File: src/verilog/lrm_pkg.sv
`default_nettype none
package lrm_pkg;

  // decoded loop message kinds presented on msg_kind
  typedef enum logic [3:0] {
    LRM_MSG_OTHER       = 4'h0,
    LRM_MSG_LISTEN_ADDR = 4'h1,
    LRM_MSG_TALK_ADDR   = 4'h2,
    LRM_MSG_UNLISTEN    = 4'h3,
    LRM_MSG_UNTALK      = 4'h4,
    LRM_MSG_DEV_LISTEN  = 4'h5,
    LRM_MSG_DEV_TALK    = 4'h6,
    LRM_MSG_SEND_DATA   = 4'h7,
    LRM_MSG_EOT_OK      = 4'h8,
    LRM_MSG_DATA_BYTE   = 4'h9
  } lrm_msg_t;

  // register set selected for a write or read burst
  typedef enum logic [1:0] {
    LRM_SET_NONE = 2'h0,
    LRM_SET_CTRL = 2'h1,
    LRM_SET_CHAR = 2'h2
  } lrm_set_t;

  // read sequencer, gray coded from IDLE through FETCH, LOAD and SEND to EOT
  typedef enum logic [2:0] {
    LRM_RD_IDLE  = 3'h0,
    LRM_RD_FETCH = 3'h1,
    LRM_RD_LOAD  = 3'h3,
    LRM_RD_SEND  = 3'h2,
    LRM_RD_EOT   = 3'h6
  } lrm_rd_state_t;

  localparam int         LRM_N_CTRL     = 14;
  localparam int         LRM_N_CHAR     = 12;
  localparam int         LRM_IDX_W      = 4;
  localparam int         LRM_ADDR_W     = 5;
  localparam logic [4:0] LRM_DD_CTRL    = 5'h00;
  localparam logic [4:0] LRM_DD_CHAR    = 5'h02;
  localparam logic [3:0] LRM_CTRL_RD_HI = 4'h3;
  localparam logic [3:0] LRM_IDX_RST    = 4'h0;
  localparam logic [7:0] LRM_DATA_RST   = 8'h00;

endpackage
`default_nettype wire

File: src/verilog/lrm_rst_sync.sv
`timescale 1ns/1ps
`default_nettype none
module lrm_rst_sync (
  // clock and raw reset
  input  wire logic ref_clk,
  input  wire logic reset_n,
  // released reset
  output logic      rst_sync_n
);

  logic meta_r;

  always_ff @(posedge ref_clk or negedge reset_n) begin
    if (!reset_n) begin
      meta_r     <= 1'b0;
      rst_sync_n <= 1'b0;
    end else begin
      meta_r     <= 1'b1;
      rst_sync_n <= meta_r;
    end
  end

endmodule
`default_nettype wire

File: src/verilog/lrm_reg_mem.sv
`timescale 1ns/1ps
`default_nettype none
module lrm_reg_mem #(
  parameter int WIDTH  = 4,
  parameter int DEPTH  = 14,
  parameter int ADDR_W = 4
) (
  // clock
  input  wire logic              ref_clk,
  // write port
  input  wire logic              we,
  input  wire logic [ADDR_W-1:0] waddr,
  input  wire logic [WIDTH-1:0]  wdata,
  // read port, one cycle latency
  input  wire logic [ADDR_W-1:0] raddr,
  output logic      [WIDTH-1:0]  rdata
);

  logic [WIDTH-1:0] mem [DEPTH];

  // contents are not reset; software loads them before use
  always_ff @(posedge ref_clk) begin
    if (we && (int'(waddr) < DEPTH)) begin
      mem[waddr] <= wdata;
    end
    if (int'(raddr) < DEPTH) begin
      rdata <= mem[raddr];
    end else begin
      rdata <= '0;
    end
  end

endmodule
`default_nettype wire

File: src/verilog/lrm_msg_access.sv
// Notes on behaviour
// [RULE_01] device-dependent messages act only in local mode
// [RULE_02] listener message 0 writes control registers
// [RULE_03] listener message 2 writes character registers
// [RULE_04] talker message 0/2 selects read set
// [RULE_05] writes step upward from first register of the selected set
// [RULE_06] control write stores byte value low nibble
// [RULE_07] end-of-transmission ok closes write burst cleanly
// [RULE_08] read waits for send data message
// [RULE_09] read sends one byte per register, nibble low
// [RULE_10] after last register send end-of-transmission ok
// [RULE_11] own talk address makes talker, others untalk
// [RULE_12] own listen address listens, unlisten leaves
// [RULE_13] untalk leaves talker state
// [RULE_14] controller unlistens others before register read
// [RULE_15] surplus write bytes past last register ignored
`timescale 1ns/1ps
`default_nettype none
module lrm_msg_access #(
  parameter int N_CTRL = lrm_pkg::LRM_N_CTRL,
  parameter int N_CHAR = lrm_pkg::LRM_N_CHAR
) (
  // clock and reset
  input  wire logic                            ref_clk,
  input  wire logic                            reset_n,
  // device configuration
  input  wire logic                            local_mode,
  input  wire logic [lrm_pkg::LRM_ADDR_W-1:0]  my_addr,
  // decoded incoming loop messages
  input  wire logic                            msg_valid,
  input  wire lrm_pkg::lrm_msg_t               msg_kind,
  input  wire logic [4:0]                      msg_num,
  input  wire logic [7:0]                      msg_data,
  // outgoing data, held until taken or until the talker role is lost
  input  wire logic                            tx_ready,
  output logic                                 tx_valid,
  output logic                                 tx_eot,
  output logic      [7:0]                      tx_data,
  // status
  output logic                                 listener,
  output logic                                 talker,
  output logic                                 wr_done
);

  localparam int IW = lrm_pkg::LRM_IDX_W;

  logic                   rst_n;
  logic                   listen_r;
  logic                   listen_nxt;
  logic                   talk_r;
  logic                   talk_nxt;
  lrm_pkg::lrm_set_t      wsel_r;
  lrm_pkg::lrm_set_t      wsel_nxt;
  logic [IW-1:0]          widx_r;
  logic [IW-1:0]          widx_nxt;
  logic                   wfull_r;
  logic                   wfull_nxt;
  logic                   done_r;
  logic                   done_nxt;
  lrm_pkg::lrm_set_t      rsel_r;
  lrm_pkg::lrm_set_t      rsel_nxt;
  lrm_pkg::lrm_rd_state_t rst_r;
  lrm_pkg::lrm_rd_state_t rst_nxt;
  logic [IW-1:0]          ridx_r;
  logic [IW-1:0]          ridx_nxt;
  logic                   txv_r;
  logic                   txv_nxt;
  logic                   txe_r;
  logic                   txe_nxt;
  logic [7:0]             txd_r;
  logic [7:0]             txd_nxt;
  logic                   ctrl_we;
  logic                   char_we;
  logic [3:0]             ctrl_rdata;
  logic [7:0]             char_rdata;

  // index of the last register of a set
  function automatic logic [IW-1:0] last_idx(input lrm_pkg::lrm_set_t s);
    if (s == lrm_pkg::LRM_SET_CTRL) begin
      last_idx = IW'(N_CTRL - 1);
    end else begin
      last_idx = IW'(N_CHAR - 1);
    end
  endfunction

  // secondary number to register set
  function automatic lrm_pkg::lrm_set_t num_to_set(input logic [4:0] n);
    if (n == lrm_pkg::LRM_DD_CTRL) begin
      num_to_set = lrm_pkg::LRM_SET_CTRL;
    end else if (n == lrm_pkg::LRM_DD_CHAR) begin
      num_to_set = lrm_pkg::LRM_SET_CHAR;
    end else begin
      num_to_set = lrm_pkg::LRM_SET_NONE;
    end
  endfunction

  lrm_rst_sync u_rst_sync (
    .ref_clk    (ref_clk),
    .reset_n    (reset_n),
    .rst_sync_n (rst_n)
  );

  lrm_reg_mem #(
    .WIDTH  (4),
    .DEPTH  (N_CTRL),
    .ADDR_W (IW)
  ) u_ctrl_mem (
    .ref_clk (ref_clk),
    .we      (ctrl_we),
    .waddr   (widx_r),
    .wdata   (msg_data[3:0]), // RULE_06
    .raddr   (ridx_r),
    .rdata   (ctrl_rdata)
  );

  lrm_reg_mem #(
    .WIDTH  (8),
    .DEPTH  (N_CHAR),
    .ADDR_W (IW)
  ) u_char_mem (
    .ref_clk (ref_clk),
    .we      (char_we),
    .waddr   (widx_r),
    .wdata   (msg_data),
    .raddr   (ridx_r),
    .rdata   (char_rdata)
  );

  logic is_msg_data;
  assign is_msg_data = msg_valid && (msg_kind == lrm_pkg::LRM_MSG_DATA_BYTE);

  // a data byte lands only in an open, unfilled burst
  logic wr_take;
  assign wr_take = is_msg_data && listen_r && local_mode &&
                   (wsel_r != lrm_pkg::LRM_SET_NONE) && !wfull_r; // RULE_01 RULE_15
  assign ctrl_we = wr_take && (wsel_r == lrm_pkg::LRM_SET_CTRL);  // RULE_02
  assign char_we = wr_take && (wsel_r == lrm_pkg::LRM_SET_CHAR);  // RULE_03

  // addressing and write side
  always_comb begin
    listen_nxt = listen_r;
    talk_nxt   = talk_r;
    wsel_nxt   = wsel_r;
    widx_nxt   = widx_r;
    wfull_nxt  = wfull_r;
    done_nxt   = 1'b0;
    rsel_nxt   = rsel_r;
    if (msg_valid) begin
      case (msg_kind)
        lrm_pkg::LRM_MSG_LISTEN_ADDR: begin
          if (msg_num == my_addr) begin
            listen_nxt = 1'b1; // RULE_12
          end
        end
        lrm_pkg::LRM_MSG_TALK_ADDR: begin
          // another device's talk address takes the talker role away
          talk_nxt = (msg_num == my_addr); // RULE_11
          rsel_nxt = lrm_pkg::LRM_SET_NONE;
        end
        lrm_pkg::LRM_MSG_UNLISTEN: begin
          listen_nxt = 1'b0; // RULE_12
          wsel_nxt   = lrm_pkg::LRM_SET_NONE;
        end
        lrm_pkg::LRM_MSG_UNTALK: begin
          talk_nxt = 1'b0; // RULE_13
          rsel_nxt = lrm_pkg::LRM_SET_NONE;
        end
        lrm_pkg::LRM_MSG_DEV_LISTEN: begin
          if (listen_r && local_mode) begin // RULE_01
            wsel_nxt  = num_to_set(msg_num); // RULE_02 RULE_03
            widx_nxt  = lrm_pkg::LRM_IDX_RST; // RULE_05
            wfull_nxt = 1'b0;
          end
        end
        lrm_pkg::LRM_MSG_DEV_TALK: begin
          if (talk_r && local_mode) begin // RULE_01
            rsel_nxt = num_to_set(msg_num); // RULE_04
          end
        end
        lrm_pkg::LRM_MSG_EOT_OK: begin
          if (listen_r && (wsel_r != lrm_pkg::LRM_SET_NONE)) begin
            done_nxt = 1'b1; // RULE_07
            wsel_nxt = lrm_pkg::LRM_SET_NONE;
          end
        end
        lrm_pkg::LRM_MSG_DATA_BYTE: begin
          if (wr_take) begin
            if (widx_r == last_idx(wsel_r)) begin
              wfull_nxt = 1'b1; // RULE_15
            end else begin
              widx_nxt = widx_r + IW'(1); // RULE_05
            end
          end
        end
        default: begin
        end
      endcase
    end
  end

  always_ff @(posedge ref_clk or negedge rst_n) begin
    if (!rst_n) begin
      listen_r <= 1'b0;
      talk_r   <= 1'b0;
      wsel_r   <= lrm_pkg::LRM_SET_NONE;
      widx_r   <= lrm_pkg::LRM_IDX_RST;
      wfull_r  <= 1'b0;
      done_r   <= 1'b0;
      rsel_r   <= lrm_pkg::LRM_SET_NONE;
    end else begin
      listen_r <= listen_nxt;
      talk_r   <= talk_nxt;
      wsel_r   <= wsel_nxt;
      widx_r   <= widx_nxt;
      wfull_r  <= wfull_nxt;
      done_r   <= done_nxt;
      rsel_r   <= rsel_nxt;
    end
  end

  // read sequencer; memory read data lag the index by one cycle,
  // hence the fetch state ahead of each load
  always_comb begin
    rst_nxt  = rst_r;
    ridx_nxt = ridx_r;
    txv_nxt  = txv_r;
    txe_nxt  = txe_r;
    txd_nxt  = txd_r;
    case (rst_r)
      lrm_pkg::LRM_RD_IDLE: begin
        if (msg_valid && (msg_kind == lrm_pkg::LRM_MSG_SEND_DATA) && talk_r &&
            (rsel_r != lrm_pkg::LRM_SET_NONE)) begin
          rst_nxt  = lrm_pkg::LRM_RD_FETCH; // RULE_08
          ridx_nxt = lrm_pkg::LRM_IDX_RST;
        end
      end
      lrm_pkg::LRM_RD_FETCH: begin
        rst_nxt = lrm_pkg::LRM_RD_LOAD;
      end
      lrm_pkg::LRM_RD_LOAD: begin
        rst_nxt = lrm_pkg::LRM_RD_SEND;
        txv_nxt = 1'b1;
        txe_nxt = 1'b0;
        if (rsel_r == lrm_pkg::LRM_SET_CTRL) begin
          txd_nxt = {lrm_pkg::LRM_CTRL_RD_HI, ctrl_rdata}; // RULE_09
        end else begin
          txd_nxt = char_rdata;
        end
      end
      lrm_pkg::LRM_RD_SEND: begin
        if (tx_ready) begin
          if (ridx_r == last_idx(rsel_r)) begin
            rst_nxt = lrm_pkg::LRM_RD_EOT; // RULE_10
            txe_nxt = 1'b1;
            txd_nxt = lrm_pkg::LRM_DATA_RST;
          end else begin
            rst_nxt  = lrm_pkg::LRM_RD_FETCH; // RULE_09
            ridx_nxt = ridx_r + IW'(1);
            txv_nxt  = 1'b0;
          end
        end
      end
      lrm_pkg::LRM_RD_EOT: begin
        if (tx_ready) begin
          rst_nxt = lrm_pkg::LRM_RD_IDLE;
          txv_nxt = 1'b0;
          txe_nxt = 1'b0;
        end
      end
      default: begin
        rst_nxt = lrm_pkg::LRM_RD_IDLE;
        txv_nxt = 1'b0;
        txe_nxt = 1'b0;
      end
    endcase
    // losing the talker role cuts a read short, even mid-byte
    if (!talk_nxt) begin
      rst_nxt = lrm_pkg::LRM_RD_IDLE; // RULE_13
      txv_nxt = 1'b0;
      txe_nxt = 1'b0;
    end
  end

  always_ff @(posedge ref_clk or negedge rst_n) begin
    if (!rst_n) begin
      rst_r  <= lrm_pkg::LRM_RD_IDLE;
      ridx_r <= lrm_pkg::LRM_IDX_RST;
      txv_r  <= 1'b0;
      txe_r  <= 1'b0;
      txd_r  <= lrm_pkg::LRM_DATA_RST;
    end else begin
      rst_r  <= rst_nxt;
      ridx_r <= ridx_nxt;
      txv_r  <= txv_nxt;
      txe_r  <= txe_nxt;
      txd_r  <= txd_nxt;
    end
  end

  assign tx_valid = txv_r;
  assign tx_eot   = txe_r;
  assign tx_data  = txd_r;
  assign listener = listen_r;
  assign talker   = talk_r;
  assign wr_done  = done_r;

endmodule
`default_nettype wire

File: config.mk
export PLATFORM = sky130hd
export DESIGN_NAME = lrm_msg_access
export DESIGN_NICKNAME = d
export VERILOG_FILES = /design/src/verilog/lrm_pkg.sv /design/src/verilog/lrm_rst_sync.sv /design/src/verilog/lrm_reg_mem.sv /design/src/verilog/lrm_msg_access.sv
export SDC_FILE = /design/constraint.sdc
export NUM_CORES = 1
export LEC_CHECK = 0
export BUFFER_PORTS_ARGS = -buffer_cell sky130_fd_sc_hd__buf_4
export CAP_MARGIN = 25
export CORE_ASPECT_RATIO = 0.75
export CORE_MARGIN = 2
export CORE_UTILIZATION = 45
export CTS_BUF_LIST = sky130_fd_sc_hd__clkbuf_16
export DETAILED_ROUTE_END_ITERATION = 6
export GPL_TIMING_DRIVEN = 0
export PLACE_DENSITY = 0.7
export SETUP_SLACK_MARGIN = 0.02
export SYNTH_ARGS = -nofsm -noshare
export SYNTH_HDL_FRONTEND = slang
export SYNTH_SLANG_ARGS = --single-unit
File: constraint.sdc
create_clock -name ref_clk -period 1.16 [get_ports ref_clk]
set_clock_uncertainty 0.2 [all_clocks]
set_input_delay 0.058 -clock ref_clk [delete_from_list [all_inputs] [get_ports ref_clk]]
set_output_delay 0.058 -clock ref_clk [all_outputs]
set_load 0.1 [all_outputs]
Word-level counts from Yosys, hierarchy flattened
Memory sizes are Yosys's and may differ from the RTL's. A register that Yosys moved wholly into a read port is not among the register bits.
Index checks and enable logic that the tools add are counted.
{"block": "word_totals", "mem_count": 2, "mem_bits_rw": 152, "inputBits": 27, "out_inout_bits": 13, "elab_cells": 155, "latchBits": 0, "ff_bits": 31, "romBits": 0}
{"block": "classes", "n_shift": 0, "n_mux": 56, "magnitude_cmp": 4, "n_addsub": 2, "eq_ne": 37, "bitwise": 0, "n_div": 0, "n_reduce_logical": 40, "mul": 0}
{"name": "u_char_mem.mem", "depth": 12, "word_bits": 8, "rd": 1, "rd_ports_with_merged_regs": 1, "write_ports": 1, "line": "lrm_reg_mem.sv:19", "rtl": "logic [WIDTH-1:0] mem [DEPTH];"}
{"name": "u_ctrl_mem.mem", "depth": 14, "word_bits": 4, "rd": 1, "rd_ports_with_merged_regs": 1, "write_ports": 1, "line": "lrm_reg_mem.sv:19"}
{"op": "$mux W4", "n": 11}
{"op": "$mux W8", "n": 3}
{"op": "$ne A2 B2 Y1 const B", "n": 11}
{"op": "$mux W3", "n": 7}
{"op": "$mux W1", "n": 19}
{"op": "$eq A4 B3 Y1 const B", "n": 4}
{"op": "$lt A4 B4 Y1 const B", "n": 4}
{"op": "$pmux W4 S2", "n": 2}
{"op": "$pmux W8 S2", "n": 1}
{"op": "$reduce_and A4 Y1", "n": 4}
{"op": "$logic_and A1 B1 Y1", "n": 15}
{"op": "$ne A3 B3 Y1 const B", "n": 5}
{"op": "$pmux W3 S5", "n": 1}
{"op": "$reduce_bool A2 Y1", "n": 7}
{"op": "$reduce_and A3 Y1", "n": 4}
{"op": "$mux W2", "n": 5}
{"op": "$reduce_and A5 Y1", "n": 2}
{"op": "$add A4 B1 Y4 const B", "n": 2}
{"op": "$eq A4 B2 Y1 const B", "n": 2}
{"op": "$eq A4 B4 Y1", "n": 2}
{"op": "$eq A4 B4 Y1 const B", "n": 2}
{"op": "$eq A3 B2 Y1 const B", "n": 2}
{"op": "$pmux W1 S2", "n": 3}
{"op": "$pmux W2 S3", "n": 1}
{"op": "other kinds (16)", "n": 20}

Logic depth before layout (Yosys ltp)
Gate-level depths: netlist of run 1.
{"block": "logic_depth", "ltp_word": 13, "mapped_depth": 6, "ltp_nobuf": 5}

Hierarchy
Synthesis of run 1 repeated with hierarchy kept, for this count alone.
{"block": "hier_totals", "cells_unflattened": 474, "hier_area_um2": 7951.4}
{"module": "lrm_reg_mem at u_char_mem", "cells_each": 182, "seq_area_each_um2": 3042.9, "area_per_inst_um2": 3911.3, "instances": 1}
{"module": "lrm_reg_mem at u_ctrl_mem", "cells_each": 120, "seq_area_each_um2": 1761.7, "area_per_inst_um2": 2331.0, "instances": 1}
{"module": "lrm_msg_access", "cells_each": 169, "seq_area_each_um2": 725.7, "area_per_inst_um2": 1655.3, "instances": 1}
{"module": "lrm_rst_sync", "cells_each": 3, "seq_area_each_um2": 50.0, "area_per_inst_um2": 53.8, "instances": 1}

Worst setup path before layout of run 1
Ideal clock, no wire load.
{"block": "synth_path", "kind": "reg2reg", "start": "register listen_r (netlist: listener)", "end": "memory u_ctrl_mem.mem[2][0] (netlist: u_ctrl_mem.mem[1][0]) (enable)", "setup_time_ns": 0.361, "n_path_buf": 1, "required_ns": 0.599, "arrival_ns": 2.016, "path_stages_with_launch": 6, "period_less_slack_ns": 2.577, "path_slack_ns": -1.417, "cell_sequence": "dfrtp_1 o211a_1 and3_1 buf_2 nand3_1 nor3_1"}
{"block": "synth_via", "elab_chain_len": 8}
{"item": "from (decl)", "line": "lrm_msg_access.sv:48", "rtl": "logic listen_r;"}
{"item": "from (signal assigned)", "line": "lrm_msg_access.sv:211", "rtl": "listen_r <= listen_nxt;"}
{"item": "$logic_and A1 B1 Y1 (3 in series)", "line": "lrm_msg_access.sv:134", "rtl": "assign wr_take = is_msg_data && listen_r && local_mode &&"}
{"item": "$logic_and A1 B1 Y1", "line": "lrm_msg_access.sv:135", "rtl": "(wsel_r != lrm_pkg::LRM_SET_NONE) && !wfull_r;"}
{"item": "$logic_and A1 B1 Y1", "line": "lrm_msg_access.sv:136", "rtl": "assign ctrl_we = wr_take && (wsel_r == lrm_pkg::LRM_SET_CTRL);"}
{"item": "$logic_and A1 B1 Y1", "line": "lrm_reg_mem.sv:23", "rtl": "if (we && (int'(waddr) < DEPTH)) begin"}
{"item": "$mux W1", "line": "lrm_reg_mem.sv:23"}
{"item": "$mux W1 (not written as such)", "line": "lrm_reg_mem.sv:24", "rtl": "mem[waddr] <= wdata;"}
{"item": "to (decl)", "line": "lrm_reg_mem.sv:19"}
No other way between the ends.

Worst setup path in the final report of run 1
{"block": "layout_path", "start": "register ridx_r[0]", "end": "register u_char_mem.rdata[1] (read register of u_char_mem.mem)"}
{"block": "layout_via", "elab_chain_len": 2}
{"item": "from (decl)", "line": "lrm_msg_access.sv:64", "rtl": "logic [IW-1:0] ridx_r;"}
{"item": "from (signal assigned)", "line": "lrm_msg_access.sv:287", "rtl": "ridx_r <= lrm_pkg::LRM_IDX_RST;"}
{"item": "from (signal assigned)", "line": "lrm_msg_access.sv:293", "rtl": "ridx_r <= ridx_nxt;"}
{"item": "$lt A4 B4 Y1", "line": "lrm_reg_mem.sv:26", "rtl": "if (int'(raddr) < DEPTH) begin"}
{"item": "$logic_not A1 Y1 (no source line)"}
{"item": "to (decl)", "line": "lrm_reg_mem.sv:16", "rtl": "output logic [WIDTH-1:0] rdata"}
Parallel ways exist; a longest one is shown, timed or not.
A chain may end at the register's enable or synchronous reset.

==> impl_metrics.json, run 1 <==
{
  "status": "complete, but fails checks",
  "violations": "hold timing, setup timing",
  "numPortBuffers": 36,
  "critPathLaunchType": "flop",
  "tightest_slew_ns": 0.7236,
  "fin_cells": 897,
  "cts-buffers-inserted": 17,
  "finalMaxSlewViolations": 0,
  "p_leak_nw": 3.760,
  "grt_pass1_vias": 5101,
  "ys_seq_area_share_pct": 67.19,
  "fin_util_pct": 62.01,
  "syn_inst": 513,
  "nets": 674,
  "placeableCoreArea_mm2": 0.01787,
  "syn-cell-area_mm2": 0.008305,
  "power_w": 0.01376,
  "whs_ns": -0.2029,
  "cp.required_ns": 1.25,
  "synth_top_cell_by_area": "edfxtp_1",
  "synth_nets": 545,
  "crit_path_end_kind": "flop",
  "yosys-top-cells-area": "edfxtp_1 (55%), dfrtp_1 (9.3%), mux4_1 (6.3%)",
  "syn2layout_area_growth_pct": 33.40,
  "crit_type": "reg -> reg",
  "drive_gt1_share_pct": 46.41,
  "worst_slack_ns": -0.8711,
  "grt_pass1_wl_mm": 30.06,
  "synth-seq-cells": 195,
  "num_vias": 5098,
  "ys_warn_count": 0,
  "dp_hpwl_mm": 11.90,
  "hold_viol": 8,
  "synth.most_common_cell": "edfxtp_1",
  "cts-root-buf": "clkbuf_16",
  "crit_arrival_ns": 2.12,
  "ir_drop_uv": 1001,
  "drt_pass1_iterations": 7,
  "max-cap-violations": 0,
  "yosys.area.top_type_share_pct": 54.96,
  "viasPerCell": 5.683,
  "grt_max_degree": 27,
  "critPathMaxFanout": 6,
  "rsz0062_at_grt": "true",
  "start_util_pct": 46.48,
  "synth_edf_count": 152,
  "diodes": 0,
  "setup_viol": 206,
  "maxSlewHeadroom_pct": 51.31,
  "route.detailed.drc": 0,
  "clkLatencyLatePin_ns": 0.44,
  "synth.distinct_cells": 61,
  "dieArea_mm2": 0.01957,
  "num_rows": 42,
  "max_freq_mhz": 492.4,
  "hp-class": "in -> reg",
  "h-tree-depth": 4,
  "gp_congestion": 0.8413,
  "fin_crit_ns": 2.031,
  "antenna_found_initial": 0,
  "synth-async-reset-ratio_pct": 15.90,
  "fp.dieW_um": 160.9,
  "ant_nets": 0,
  "tritoncts": "yes",
  "holdBufCountCts": 18,
  "drtIter0Drc": 616,
  "ys_top_cells_by_count": "edfxtp_1 (152), dfrtp_1 (31), nand2_1 (26), nor2_1 (26), mux2i_1 (23)",
  "p_per_area_mw_per_mm2": 1242,
  "clk_pin_slew_ns": 0.07,
  "cts_buffer_depth": 2,
  "placedCellCount": 792,
  "die_h_um": 121.7,
  "clock-sinks": 195,
  "grtUsageTotal_pct": 20.73,
  "wl_mm": 19.88,
  "pin_count": 40,
  "overflow": 0,
  "period_share_pct": 175.1,
  "dominantRegCellSynth": "edfxtp_1",
  "detail_route.wl_per_cell_um": 22.16,
  "syn_area_per_cell_um2": 16.19
}
per-stage QoR:
stage	TNS [ns]	cell area [um^2]	setup WS, ns
after floorplan	-137.42	8514	-0.8545
after global placement	-166.18	9087	-1.056
after detailed placement	-163.75	9115	-1.066
after CTS	-134.73	10670	-0.8279
after global routing	-150.65	11080	-0.8836
final	-138.40	11080	-0.8711
worst paths after layout:
check	startpoint	endpoint	slack, ns	cells past startpoint
worst max register to register	ridx_r[0]$_DFFE_PN0P_	u_char_mem.rdata[1]$_SDFF_PP0_	-0.87	5
worst max-delay path	ridx_r[0]$_DFFE_PN0P_	u_char_mem.rdata[1]$_SDFF_PP0_	-0.87	5
max in group asynchronous	u_rst_sync.rst_sync_n$_DFF_PN0_	wr_done$_DFF_PN0_	0.33	1
worst min-delay path	msg_num[4]	wsel_r[0]$_DFFE_PN0P_	-0.20	4
worst min register to register	u_rst_sync.rst_sync_n$_DFF_PN0_	talker$_DFF_PN0_	0	0
min in group asynchronous	u_rst_sync.rst_sync_n$_DFF_PN0_	talker$_DFF_PN0_	0	0
placed cells by master (no fill, tap or decap), types with 8 or more instances in the layout:
| cell | instances |
|---|---|
| edfxtp_1 | 152 |
| buf_4 | 58 |
| mux4_2 | 29 |
| nand2_1 | 25 |
| buf_6 | 23 |
| dfrtp_2 | 21 |
| clkbuf_16 | 20 |
| inv_1 | 18 |
| buf_12 | 17 |
| nor2_4 | 16 |
| dlygate4sd3_1 | 16 |
| mux2i_1 | 15 |
| and2_4 | 12 |
| dfxtp_1 | 12 |
| o21ai_1 | 10 |
| a21oi_1 | 10 |
| nor2_1 | 9 |
| dfrtp_1 | 8 |
report_power, final:
part / total, W / internal [W] / switching, W / leakage, nW
clock network: 0.00570 / 0.00302 / 0.00268 / 0.277
registers: 0.00757 / 0.00754 / 0.0000292 / 1.85
logic: 0.000492 / 0.000215 / 0.000277 / 1.64
total: 0.0138 / 0.0108 / 0.00299 / 3.76
flip-flops by register name, indices dropped and copies added, names as in the netlist:
name,flops
listener,1
ridx_r,4
rsel_r,2
rst_r,3
talker,1
tx_data,8
tx_eot,1
tx_valid,1
u_char_mem.mem,96
u_char_mem.rdata,8
u_ctrl_mem.mem,56
u_ctrl_mem.rdata,4
u_rst_sync.meta_r,1
u_rst_sync.rst_sync_n,1
wfull_r,1
widx_r,4
wr_done,1
wsel_r,2
worst max-delay path, stage by stage, from the launching register on:
cell and delay, ns:
dfrtp_2 0.48, buf_12 0.18, clkbuf_16 0.16, mux4_2 0.53
mux2i_2 0.21, o22ai_2 0.12
kinds of logic after synthesis:
logic type      after synthesis  share of synthesized area, %
compound gates               76                         6.072
xor+xnor                      6                        0.6327
fa+ha+maj                     5                        0.7532
buf+inv                      42                         3.224
flops                       195                         67.19
mux                          60                         13.62
other cells                   1                       0.04515
simple gates                128                         8.466
cell type report:
type,instances,area [um^2]
well taps,242,302.8
multi-input cells,276,3065
inverters,19,71.32
clock buffers,17,425.4
flip-flops and latches,195,5614
repair buffers,110,1190
clock inverters,15,146.4
plain buffers,23,264.0
fillers,1219,6788
per-layer routing:
metal	share of wire, %	GRT usage, %
met1	44	29.37
met5	0.25	0
met2	49	33.64
met4	0.95	5.246
met3	6.1	3.847
what timing repair did:
action,in CTS,in global routing
setup endpoints to repair,204,226
buffers inserted,37,17
hold endpoints to repair,181,6
pin swaps,23,20
gates resized for setup,124,52
gates cloned,0,3
Power figures use the tool's default switching activity.
==> inputs of run 2 (changes only) <==
--- a/config.mk
+++ b/config.mk
@@ -12,9 +12,9 @@
 export CORE_UTILIZATION = 45
 export CTS_BUF_LIST = sky130_fd_sc_hd__clkbuf_16
 export DETAILED_ROUTE_END_ITERATION = 6
-export GPL_TIMING_DRIVEN = 0
 export PLACE_DENSITY = 0.7
-export SETUP_SLACK_MARGIN = 0.02
+export SETUP_SLACK_MARGIN = 0.2
+export SLEW_MARGIN = 20
 export SYNTH_ARGS = -nofsm -noshare
 export SYNTH_HDL_FRONTEND = slang
 export SYNTH_SLANG_ARGS = --single-unit
==> run 2 against run 1 <==
The flow still finishes with violations (hold timing, setup timing). Setup slack gained 0.019 ns. Wire length grew 5.4%. Utilization grew 2.9 points. Cell count grew 6.0%. Combinational power grew 9.3%. Critical path type unchanged. Critical endpoint is now u_ctrl_mem.rdata[3]$_SDFF_PP0_. Largest cell class unchanged.
==> impl_metrics.json, run 2 (same netlist as run 1, synthesis figures left out) <==
{
  "placeableCoreArea_mm2": 0.01787,
  "setup_viol": 206,
  "top_regs": "u_char_mem.mem x96, u_ctrl_mem.mem x56",
  "numPortBuffers": 39,
  "p_int_w": 0.01183,
  "cts-buffers-inserted": 17,
  "fin_tns_setup_ns": -139.34,
  "ir_drop_uv": 1031,
  "fin_crit_ns": 2.012,
  "period_share_pct": 173.5,
  "p_per_area_mw_per_mm2": 1268,
  "largest_reg_flops": 96,
  "whs_ns": -0.2564,
  "switchingPower_w": 0.002876,
  "fill_cells": 1191,
  "grt_pass1_vias": 5430,
  "cp.required_ns": 1.28,
  "tightest_slew_ns": 0.5500,
  "max-cap-violations": 0,
  "tritoncts": "yes",
  "max_freq_mhz": 497.0,
  "dp_hpwl_mm": 12.60,
  "wl_mm": 20.95,
  "final_cell_mix": "edfxtp_1 (152), buf_4 (107), buf_6 (38), mux4_2 (31), nand2_1 (24)",
  "grt_max_degree": 27,
  "worst_path_largest_cell_delay_ns": 0.51,
  "crit_path_end_kind": "flop",
  "power_frac_comb_pct": 3.7,
  "die_h_um": 121.7,
  "h-tree-depth": 4,
  "cts-root-buf": "clkbuf_16",
  "finalMaxSlewViolations": 0,
  "cts_buffer_depth": 2,
  "cp_cell_sequence": "buf_12, buf_16, mux4_2, or3_1, o21ai_2, a21oi_1",
  "crit_arrival_ns": 2.13,
  "critPathSlowestCell": "mux4_2",
  "path_buf_inv": 2,
  "nets": 728,
  "clkLatencyLatePin_ns": 0.44,
  "gp_congestion": 0.8535,
  "detail_route.wl_per_cell_um": 22.02,
  "viasPerCell": 5.628,
  "largest-register": "u_char_mem.mem",
  "drtIter0Drc": 486,
  "hp-class": "in -> reg",
  "clock-sinks": 195,
  "num_rows": 42,
  "drt_pass1_iterations": 7,
  "final_common_cell": "edfxtp_1",
  "drive_gt1_share_pct": 49.51,
  "critPathLaunchType": "flop",
  "start_util_pct": 46.48,
  "diodes": 0,
  "worst_slack_ns": -0.8522,
  "swShare_pct": 19.56,
  "pin_count": 40,
  "violations": "hold timing, setup timing",
  "maxSlewHeadroom_pct": 63.25,
  "fp.dieW_um": 160.9,
  "clockPowerShare_pct": 44.9,
  "hold_viol": 25,
  "overflow": 0,
  "grt_pass1_wl_mm": 31.97,
  "clk_pin_slew_ns": 0.07,
  "critical_path.top_delay_family": "multiplexers",
  "critPathMaxFanout": 4,
  "dieArea_mm2": 0.01957,
  "status": "complete, but fails checks",
  "num_vias": 5352,
  "ant_nets": 0,
  "crit_type": "reg -> reg",
  "p_leak_nw": 4.092,
  "route.detailed.drc": 0,
  "grtUsageTotal_pct": 22.32,
  "antenna_found_initial": 1,
  "syn2layout_area_growth_pct": 39.58,
  "seq_power_share_pct": 51.5,
  "rsz0062_at_grt": "true"
}
run 2: worst paths after layout:
kind / cells after the start / slack, ns / startpoint / to
setup / recovery: 6 / -0.85 / ridx_r[0]$_DFFE_PN0P_ / u_ctrl_mem.rdata[3]$_SDFF_PP0_
hold / removal: 3 / -0.26 / tx_ready / rst_r[1]$_DFFE_PN0P_
setup reg to reg: 6 / -0.85 / ridx_r[0]$_DFFE_PN0P_ / u_ctrl_mem.rdata[3]$_SDFF_PP0_
hold reg to reg: 0 / -0.05 / u_rst_sync.rst_sync_n$_DFF_PN0_ / tx_eot$_DFFE_PN0P_
max in group asynchronous: 3 / 0.35 / reset_n / u_rst_sync.rst_sync_n$_DFF_PN0_
min in group asynchronous: 0 / -0.05 / u_rst_sync.rst_sync_n$_DFF_PN0_ / tx_eot$_DFFE_PN0P_
run 2: stage by stage:
step	utilization [%]	instances	setup WS, ns	total power [W]	cell area (um^2)
floorplan	-	513	-0.8545	0.007846	8516
global placement	53.69	852	-0.9119	0.008107	9593
detailed placement	53.69	852	-0.9382	0.008118	9593
CTS	63.75	941	-0.7960	0.01472	11390
global route	64.88	951	-0.9232	0.01509	11590
finish	64.88	951	-0.8522	0.01470	11590
run 2: routing by layer:
metal	part of all wire [%]	track usage (%)	wire length, um
met1	44	30.68	9190
met2	47	34.68	9800
met3	7.5	6.265	1579
met4	1.8	7.589	374
met5	0	0	0
run 2: power by group through the flow:
| stage | Clock [W] | Sequential (W) | Combinational (W) |
|---|---|---|---|
| 6_report | 0.00660 | 0.00757 | 0.000538 |
| 5_1_grt | 0.00695 | 0.00756 | 0.000575 |
| 4_1_cts | 0.00666 | 0.00756 | 0.000495 |
| 3_5_place_dp | 0 | 0.00771 | 0.000405 |
| 3_3_place_gp | 0 | 0.00771 | 0.000394 |
| 2_1_floorplan | 0 | 0.00775 | 0.0000946 |
run 2: cell type report:
cell class	instances	area, um^2	area share [%]
multi-input cells	276	2967	25.59
clock buffers	17	425.4	3.670
clock inverters	15	237.7	2.051
inverters	19	71.32	0.6152
flip-flops and latches	195	5612	48.41
repair buffers	187	1977	17.05
well taps	242	302.8	2.612
run 2: worst reg2reg max path, delay by kind of cell, from the launching register on:
| kind | cells | cell delay, ns |
|---|---|---|
| AO/OA/AOI/OAI | 2 | 0.18 |
| buffers and inverters | 2 | 0.24 |
| AND/OR/NAND/NOR | 1 | 0.34 |
| multiplexers | 1 | 0.51 |
| flip-flops | 1 | 0.43 |
run 2: what timing repair did:
item                                    in CTS  in global routing
cloned                                       5                  0
endpoints found under the hold margin      181                 23
pin swaps                                   44                 22
buffers inserted                            40                  9
resized for setup                          136                 28
endpoints found under the setup margin     206                206
hold buffers                                12                  1
